$ cat src/rtl/oscg_pkg.sv
// Constants shared by the octal serial card glue logic.
package oscg_pkg;

  // ---------------------------------------------------------------------
  // Address decode
  // ---------------------------------------------------------------------
  localparam int unsigned ADDR_W          = 16;
  localparam int unsigned PORT_COUNT      = 8;
  localparam int unsigned WINDOW_BYTES    = 64;
  localparam int unsigned PORT_STRIDE     = 8;
  localparam int unsigned BASE_LSB        = 6;
  localparam int unsigned BASE_W          = 10;
  localparam int unsigned PORT_SEL_LSB    = 3;
  localparam int unsigned PORT_SEL_W      = 3;
  localparam int unsigned REG_OFS_W       = 3;
  localparam logic [2:0]  SUMMARY_OFS     = 3'h7;
  localparam logic [ADDR_W-1:0] DEFAULT_BASE = 16'h0280;

  // ---------------------------------------------------------------------
  // Interrupt routing
  // ---------------------------------------------------------------------
  localparam int unsigned IRQ_LINES       = 16;
  localparam int unsigned ROUTE_W         = 4;
  localparam logic [ROUTE_W-1:0] ROUTE_NONE = 4'h0;
  // Lines the card can reach: 2/9 (line 9), 3..7, 10, 11, 12, 15.
  localparam logic [IRQ_LINES-1:0] IRQ_LEGAL = 16'h9EF8;
  localparam logic [ROUTE_W-1:0] ROUTE_DEF_A = 4'h9;
  localparam logic [ROUTE_W-1:0] ROUTE_DEF_B = 4'h3;
  localparam logic [ROUTE_W-1:0] ROUTE_DEF_C = 4'h4;
  localparam logic [ROUTE_W-1:0] ROUTE_DEF_D = 4'h5;

  typedef enum logic [1:0] {
    OSCG_IRQ_NORMAL = 2'b00,
    OSCG_IRQ_SHARED = 2'b01,
    OSCG_IRQ_MASTER = 2'b11
  } oscg_irq_mode_t;

  // ---------------------------------------------------------------------
  // Reference clock prescaler
  // ---------------------------------------------------------------------
  localparam logic [1:0]  PRESCALE_LAST   = 2'h3;

endpackage : oscg_pkg

$ cat src/rtl/oscg_irq_route.sv
// One port's interrupt steering onto the host interrupt lines.
`timescale 1ns/1ns
module oscg_irq_route
  import oscg_pkg::*;
(
  input  wire logic                 mclk,
  input  wire logic                 arst_n,
  input  wire logic                 irq_in,
  input  wire logic [ROUTE_W-1:0]   route_sel,
  input  wire oscg_irq_mode_t       mode,
  output logic      [IRQ_LINES-1:0] line_out,
  output logic      [IRQ_LINES-1:0] line_oe,
  output logic      [IRQ_LINES-1:0] pull_oe
);

  logic [IRQ_LINES-1:0] hit;

  always_comb begin
    hit = '0;
    if (route_sel != ROUTE_NONE && IRQ_LEGAL[route_sel]) begin
      hit[route_sel] = 1'b1;
    end
  end

  // Shared mode only drives high while pending and releases otherwise, so
  // the line falls back through the single master pull-down.
  always_ff @(posedge mclk or negedge arst_n) begin
    if (!arst_n) begin
      line_out <= '0;
      line_oe  <= '0;
      pull_oe  <= '0;
    end else begin
      if (mode == OSCG_IRQ_NORMAL) begin
        line_out <= hit & {IRQ_LINES{irq_in}};
        line_oe  <= hit;
      end else begin
        line_out <= hit & {IRQ_LINES{irq_in}};
        line_oe  <= hit & {IRQ_LINES{irq_in}};
      end
      pull_oe <= (mode == OSCG_IRQ_MASTER) ? hit : '0;
    end
  end

endmodule : oscg_irq_route

$ cat src/rtl/oscg_card_glue.sv
// Glue logic of the eight-port serial card: decode, summary, IRQ, clock.
`timescale 1ns/1ns
module oscg_card_glue
  import oscg_pkg::*;
(
  input  wire logic                            mclk,
  input  wire logic                            arst_n,
  input  wire logic [ADDR_W-1:0]               io_addr,
  input  wire logic                            io_rd_n,
  input  wire logic                            io_wr_n,
  input  wire logic                            aen,
  output logic      [7:0]                      data_out,
  output logic                                 data_oe,
  input  wire logic [BASE_W-1:0]               base_switch_n,
  input  wire logic                            decode_source_select,
  input  wire logic [PORT_COUNT-1:0]           programmable_decode_port,
  input  wire logic                            programmable_decode_summary,
  input  wire logic                            uart_clock_prescale_select,
  input  wire oscg_irq_mode_t                  irq_drive_mode_low_group,
  input  wire oscg_irq_mode_t                  irq_drive_mode_high_group,
  input  wire logic [PORT_COUNT*ROUTE_W-1:0]   port_irq_route_select,
  input  wire logic [PORT_COUNT-1:0]           uart_irq,
  output logic      [PORT_COUNT-1:0]           uart_cs_n,
  output logic      [REG_OFS_W-1:0]            uart_reg_addr,
  output logic                                 uart_rd_n,
  output logic                                 uart_wr_n,
  output logic                                 uart_ref_clk,
  output logic      [IRQ_LINES-1:0]            irq_out,
  output logic      [IRQ_LINES-1:0]            irq_oe,
  output logic      [IRQ_LINES-1:0]            irq_pull_oe,
  input  wire logic [PORT_COUNT-1:0]           uart_td,
  input  wire logic [PORT_COUNT-1:0]           uart_rts,
  input  wire logic [PORT_COUNT-1:0]           uart_dtr,
  output logic      [PORT_COUNT-1:0]           port_td,
  output logic      [PORT_COUNT-1:0]           port_rts,
  output logic      [PORT_COUNT-1:0]           port_dtr,
  input  wire logic [PORT_COUNT-1:0]           port_rd,
  input  wire logic [PORT_COUNT-1:0]           port_cts,
  input  wire logic [PORT_COUNT-1:0]           port_dsr,
  input  wire logic [PORT_COUNT-1:0]           port_dcd,
  input  wire logic [PORT_COUNT-1:0]           port_ri,
  output logic      [PORT_COUNT-1:0]           uart_rd,
  output logic      [PORT_COUNT-1:0]           uart_cts,
  output logic      [PORT_COUNT-1:0]           uart_dsr,
  output logic      [PORT_COUNT-1:0]           uart_dcd,
  output logic      [PORT_COUNT-1:0]           uart_ri
);

  // -----------------------------------------------------------------------
  // Input synchronisers
  // -----------------------------------------------------------------------
  // Bus strobes and UART interrupts come from outside mclk; each passes
  // three flops and a change counts once the second and third agree.
  localparam int unsigned SYNC_W = PORT_COUNT + 2;

  logic [SYNC_W-1:0] s1_reg;
  logic [SYNC_W-1:0] s2_reg;
  logic [SYNC_W-1:0] s3_reg;
  logic [SYNC_W-1:0] filt_reg;

  always_ff @(posedge mclk or negedge arst_n) begin
    if (!arst_n) begin
      s1_reg   <= {2'b11, {PORT_COUNT{1'b0}}};
      s2_reg   <= {2'b11, {PORT_COUNT{1'b0}}};
      s3_reg   <= {2'b11, {PORT_COUNT{1'b0}}};
      filt_reg <= {2'b11, {PORT_COUNT{1'b0}}};
    end else begin
      s1_reg <= {io_rd_n, io_wr_n, uart_irq};
      s2_reg <= s1_reg;
      s3_reg <= s2_reg;
      for (int i = 0; i < SYNC_W; i++) begin
        if (s2_reg[i] == s3_reg[i]) begin
          filt_reg[i] <= s3_reg[i];
        end
      end
    end
  end

  logic                  rd_act;
  logic                  wr_act;
  logic [PORT_COUNT-1:0] irq_live;

  assign rd_act   = !filt_reg[SYNC_W-1];
  assign wr_act   = !filt_reg[SYNC_W-2];
  assign irq_live = filt_reg[PORT_COUNT-1:0];

  // -----------------------------------------------------------------------
  // Address decode
  // -----------------------------------------------------------------------
  logic [BASE_W-1:0]     base_bits;
  logic                  sw_hit;
  logic [PORT_COUNT-1:0] port_hit;
  logic                  sum_hit;
  logic [PORT_SEL_W-1:0] port_idx;

  // A closed switch pulls its input low, which reads as a 0 address bit.
  assign base_bits = base_switch_n;
  assign port_idx  = io_addr[PORT_SEL_LSB +: PORT_SEL_W];
  assign sw_hit    = !aen
                   && io_addr[ADDR_W-1:BASE_LSB] == base_bits;

  always_comb begin
    port_hit = '0;
    sum_hit  = 1'b0;
    if (decode_source_select) begin
      port_hit = aen ? '0 : programmable_decode_port;
      sum_hit  = !aen && programmable_decode_summary;
    end else if (sw_hit) begin
      if (io_addr[REG_OFS_W-1:0] == SUMMARY_OFS && rd_act) begin
        sum_hit = 1'b1;
      end else begin
        port_hit[port_idx] = 1'b1;
      end
    end
  end

  // -----------------------------------------------------------------------
  // UART selects and summary read
  // -----------------------------------------------------------------------
  always_ff @(posedge mclk or negedge arst_n) begin
    if (!arst_n) begin
      uart_cs_n     <= '1;
      uart_reg_addr <= '0;
      uart_rd_n     <= 1'b1;
      uart_wr_n     <= 1'b1;
    end else begin
      uart_cs_n     <= (rd_act || wr_act) ? ~port_hit : '1;
      uart_reg_addr <= io_addr[REG_OFS_W-1:0];
      uart_rd_n     <= !(rd_act && port_hit != '0);
      uart_wr_n     <= !(wr_act && port_hit != '0);
    end
  end

  // Summary has no storage: it mirrors the live interrupt pins, so a bit
  // drops as soon as the UART source is serviced.
  always_ff @(posedge mclk or negedge arst_n) begin
    if (!arst_n) begin
      data_out <= '0;
      data_oe  <= 1'b0;
    end else begin
      data_oe  <= rd_act && sum_hit;
      data_out <= (rd_act && sum_hit) ? irq_live : '0;
    end
  end

  // -----------------------------------------------------------------------
  // Interrupt steering
  // -----------------------------------------------------------------------
  logic [IRQ_LINES-1:0] r_out [PORT_COUNT];
  logic [IRQ_LINES-1:0] r_oe  [PORT_COUNT];
  logic [IRQ_LINES-1:0] r_pl  [PORT_COUNT];

  for (genvar p = 0; p < PORT_COUNT; p++) begin : g_route
    oscg_irq_route u_route (
      .mclk      (mclk),
      .arst_n    (arst_n),
      .irq_in    (irq_live[p]),
      .route_sel (port_irq_route_select[p*ROUTE_W +: ROUTE_W]),
      .mode      ((p < PORT_COUNT/2) ? irq_drive_mode_low_group
                                     : irq_drive_mode_high_group),
      .line_out  (r_out[p]),
      .line_oe   (r_oe[p]),
      .pull_oe   (r_pl[p])
    );
  end

  logic [IRQ_LINES-1:0] irq_out_next;
  logic [IRQ_LINES-1:0] irq_oe_next;
  logic [IRQ_LINES-1:0] irq_pull_oe_next;

  always_comb begin
    irq_out_next     = '0;
    irq_oe_next      = '0;
    irq_pull_oe_next = '0;
    for (int p = 0; p < PORT_COUNT; p++) begin
      irq_out_next     = irq_out_next | r_out[p];
      irq_oe_next      = irq_oe_next | r_oe[p];
      irq_pull_oe_next = irq_pull_oe_next | r_pl[p];
    end
  end

  // The merged lines are registered once more so that the enables seen on
  // the bus never glitch while several ports change in the same cycle.
  always_ff @(posedge mclk or negedge arst_n) begin
    if (!arst_n) begin
      irq_out     <= '0;
      irq_oe      <= '0;
      irq_pull_oe <= '0;
    end else begin
      irq_out     <= irq_out_next;
      irq_oe      <= irq_oe_next;
      irq_pull_oe <= irq_pull_oe_next;
    end
  end

  // -----------------------------------------------------------------------
  // Reference clock prescaler
  // -----------------------------------------------------------------------
  // Quarter rate keeps the usual PC rates; unity reaches four times them,
  // so software programs a quarter of the wanted rate.
  logic [1:0] pre_cnt_reg;

  always_ff @(posedge mclk or negedge arst_n) begin
    if (!arst_n) begin
      pre_cnt_reg  <= '0;
      uart_ref_clk <= 1'b0;
    end else if (uart_clock_prescale_select) begin
      pre_cnt_reg  <= '0;
      uart_ref_clk <= !uart_ref_clk;
    end else begin
      pre_cnt_reg <= pre_cnt_reg + 2'h1;
      if (pre_cnt_reg == PRESCALE_LAST) begin
        uart_ref_clk <= !uart_ref_clk;
      end
    end
  end

  // -----------------------------------------------------------------------
  // Modem line buffering
  // -----------------------------------------------------------------------
  always_ff @(posedge mclk or negedge arst_n) begin
    if (!arst_n) begin
      port_td  <= '1;
      port_rts <= '0;
      port_dtr <= '0;
      uart_rd  <= '1;
      uart_cts <= '0;
      uart_dsr <= '0;
      uart_dcd <= '0;
      uart_ri  <= '0;
    end else begin
      port_td  <= uart_td;
      port_rts <= uart_rts;
      port_dtr <= uart_dtr;
      uart_rd  <= port_rd;
      uart_cts <= port_cts;
      uart_dsr <= port_dsr;
      uart_dcd <= port_dcd;
      uart_ri  <= port_ri;
    end
  end

endmodule : oscg_card_glue

$ cat config.mk
export PLATFORM = sky130hd
export DESIGN_NAME = oscg_card_glue
export DESIGN_NICKNAME = d
export VERILOG_FILES = /design/src/rtl/oscg_pkg.sv /design/src/rtl/oscg_irq_route.sv /design/src/rtl/oscg_card_glue.sv
export SDC_FILE = /design/constraint.sdc
export NUM_CORES = 1
export LEC_CHECK = 0
export BUFFER_PORTS_ARGS = -buffer_cell sky130_fd_sc_hd__buf_2
export CAP_MARGIN = 20
export CORE_AREA = 2 2 186 188
export CTS_CLUSTER_DIAMETER = 150
export CTS_CLUSTER_SIZE = 12
export DETAILED_ROUTE_END_ITERATION = 7
export DIE_AREA = 0 0 188 190
export GPL_ROUTABILITY_DRIVEN = 0
export GPL_TIMING_DRIVEN = 0
export PLACE_DENSITY_LB_ADDON = 0.25
export SLEW_MARGIN = 20
export SYNTH_ARGS = -nofsm -noshare
export SYNTH_HDL_FRONTEND = slang
export SYNTH_SLANG_ARGS = --single-unit
$ cat constraint.sdc
create_clock -name mclk -period 2.15 [get_ports mclk]
set_clock_uncertainty 0.05 [all_clocks]
set_input_delay 0.215 -clock mclk [delete_from_list [all_inputs] [get_ports mclk]]
set_output_delay 0.215 -clock mclk [all_outputs]
set_load 0.02 [all_outputs]
==> results.md <==
- Status: finished clean
- Biggest regs: g_route.u_route.line_oe: 128 flops, g_route.u_route.line_out: 128 flops, g_route.u_route.pull_oe: 128 flops
- First-pass GRT wire length: 72,100 um
- Global-route congestion overflow total: 0
- Slew margin rel.: 0.258
- R2r endpoint: uart_cs_n[6]$_DFF_PN1_
- Largest cells by area after synthesis: dfrtp_1 (72%), dfstp_2 (4.9%), nor2_1 (4.5%)
- Area of the mapped netlist: 0.0183 mm2
- Pin count of the biggest net entering global routing: 104
- Hold Startpoint: port_irq_route_select[10]
- Vias per std cell: 5.27
- Arr. time, crit path: 2.51 ns
- Fmax: 480 MHz
- Share of the synthesized area in the top cell type: 0.720
- Setup Viol. Count Final: 0
- Overall global routing resource usage: 0.271
- Leak: 0.0120 uW
- PwrDens: 900 mW/mm2
- Fin util: 0.684
- Switching Fraction: 0.236
- Reg power frac: 0.529
- IO Port Bufs: 284
- Clock Tree Buf Depth: 3
- P_sw: 4940 uW
- Area growth, synth to finish: 26.8%
- Setup crit start kind: register
- Antenna Nets Post-Route: 0
- CTS tree: built
- Logic pwr share: 0.083
- Post-route DRC: 0
- Clock power frac: 0.388
- Io pins: 285
- Critical path fanouts, max: 5
- TNS Setup: 0 ns
- Worst Setup End Kind: register
- Largest family of logic cells by synthesized area: simple AND/OR/NAND/NOR gates
- Final WL: 47,200 um
- Setup Fix Bufs, Post-CTS: 0
- Register area share after synthesis: 0.768
- Finished Layout Cells: 2,309
- Die X: 188 um
- Dpl cells: 2,122
- Cell variety after synth: 38
- Vias in the first global route: 12,736
- H-tree depth: 2
- Internal: 16,000 uW
- CP Data Required Time: 2.58 ns
- Fillers: 2,393
- Die area: 0.0357 mm2
- Mean area per synthesized cell: 13.8 um2
- Core area: 0.0339 mm2
- Clk root buf: clkbuf_16
- Async SR Flop Fraction: 1.00
- EDFF count, synth: 0
- Clock Pin Slew Worst Setup and Hold Paths: 0.06 ns
- Max-cap violations: 0
- Final Hold Vio Count: 0
- Mux contribution to synthesized area: 0
- Unrepaired setup endpoints after global routing: true
- Initial antenna violation count: 5
- Adder-cell area share of the yosys netlist: 0.0280
- Slew Viols, Final: 0
- Maximum vdd drop: 0.660 mV
- #FFs+latches synth: 561
- WL/cell: 20.5 um
- Fin crit period: 2.08 ns
- Detailed router's first-iteration violation count: 815
- Hold WC Path Type: input pin to register
- Clk sinks: 561
- DP HPWL: 31,800 um
- Vias: 12,166
- Synth warnings: 0
- Post-Synthesis Cells: 1,329
- Measured slew at the worst slew-check pin: 1.11 ns
- Compound-Gate Fraction of Synth Area: 0.00929
- Die Ht: 190 um
- Setup WS post-layout: 0.0675 ns
- Post-Synth Simple-Gate Area: 0.179
- Drt pass-1 iters: 5
- Share of layout cells above drive strength 1: 0.217
- CTS Buf Count: 52
- Final nets: 2,005
- Hold Crit Depth: 3
- Num rows: 68
- Synth Area in XOR/XNOR: 0.00526
- Tcrit/Tclk final: 0.969
- Most used DFF post-synth: dfrtp_1
- Reg2reg setup slack: 0.07 ns
- Pre-CTS setup slack: -0.0183 ns
- Biggest area consumer among synthesized cells: dfrtp_1
- Type of the worst setup path: register to register
- Hold Path End: g_route[2].u_route.pull_oe[3]$_DFF_PN0_
- Worst skew pair latency: 0.57 ns
- Starting Density: 0.540
- Cell count of the worst reg-to-reg path: 5
- RR Startpoint: filt_reg[9]$_DFFE_PN1N_
-- Yosys cell counts (7+ instances only) --
library cell,instances
nor2_1,220
nand3b_1,10
nand2_1,113
ha_1,33
dfrtp_1,527
xnor2_1,7
nor2b_1,13
inv_1,22
nor4_1,98
clkbuf_1,20
and3_1,71
nor3b_1,7
dfstp_2,34
maj3_1,10
and2_1,83
-- critical path, stage by stage, from the launching register on --
cell	delay, ns
dfstp_2	0.57
nand4b_1	0.22
nand4_1	0.19
nor4_4	0.27
a22oi_1	0.14
dlygate4sd3_1	0.58
-- cells in the final DEF, fill, tap and decap left out, drive strengths merged, types with 4 or more instances in the layout --
cell type | synthesis | final
a22oi | 6 | 6
nand3b | 10 | 10
nor4 | 99 | 99
nor4b | 6 | 6
nor3b | 7 | 7
nor2 | 220 | 220
buf | 1 | 295
a21oi | 6 | 6
dfstp | 34 | 34
and3 | 71 | 71
xnor2 | 7 | 7
o21ai | 4 | 4
or4b | 4 | 4
clkbuf | 20 | 103
dlygate4sd3 | 0 | 97
clkinv | 2 | 4
ha | 33 | 33
xor2 | 4 | 4
maj3 | 10 | 10
inv | 22 | 23
nor2b | 13 | 13
dfrtp | 527 | 527
and2 | 83 | 83
nand2 | 113 | 113
conb | 1 | 48
-- layer usage --
layer | global-route usage | wire length (um) | up-vias
met5 | 0 | 18 | -
li1 | - | - | 5329
met2 | 0.454 | 23200 | 590
met1 | 0.356 | 18800 | 6151
met3 | 0.0542 | 3730 | 94
met4 | 0.0957 | 1520 | 2
-- logic make-up after synthesis --
group                    count (synthesis)
XOR/XNOR                                11
flip-flops                             561
AO/OA/AOI/OAI                           22
other                                    1
adder cells (fa/ha/maj)                 43
buffers and inverters                   45
AND/OR/NAND/NOR                        646
-- power groups by stage --
stage / Combinational, uW / Clock, uW / Sequential, uW
after floorplan: 443 / 0 / 11400
after global placement: 1490 / 0 / 11200
after detailed placement: 1560 / 0 / 11200
after CTS: 1720 / 8260 / 11000
after global routing: 1880 / 8730 / 11100
final: 1740 / 8120 / 11000
-- how the worst max path moves through the flow --
stage | end | from
after detailed placement | uart_cs_n[7]$_DFF_PN1_ | arst_n
final | uart_cs_n[6]$_DFF_PN1_ | filt_reg[9]$_DFFE_PN1N_
after floorplan | data_out[1]$_DFF_PN0_ | base_switch_n[1]
after global routing | uart_cs_n[6]$_DFF_PN1_ | filt_reg[9]$_DFFE_PN1N_
after global placement | s1_reg[4]$_DFF_PN0_ | arst_n
after CTS | uart_cs_n[6]$_DFF_PN1_ | filt_reg[9]$_DFFE_PN1N_
-- what timing repair did --
action                     in CTS  in global routing
setup endpoints to repair       0                106
hold buffers                  100                  0
hold endpoints to repair      228                  0
resized for setup               0                  1
-- metrics by stage --
step	total power [uW]	hold slack (ns)	area [um2]
6_report	20900	0.0263	23200
4_1_cts	21000	0.0105	23200
5_1_grt	21700	0.0227	23200
3_5_place_dp	12800	0.131	20700
3_3_place_gp	12700	0.270	20500
2_1_floorplan	11800	-0.131	18500
-- area by class of cell --
class | count | area (um2) | area share
Clock inverter | 3 | 30.0 | 0.00129
Sequential cell | 561 | 14100 | 0.606
Tap cell | 455 | 569 | 0.0245
Clock buffer | 82 | 1410 | 0.0609
Antenna cell | 1 | 2.50 | 0.000108
Inverter | 24 | 90.1 | 0.00388
Timing Repair Buffer | 392 | 2700 | 0.116
Buffer | 21 | 86.3 | 0.00372
Multi-Input combinational cell | 770 | 4250 | 0.183
(Power assumes the default switching activity.)
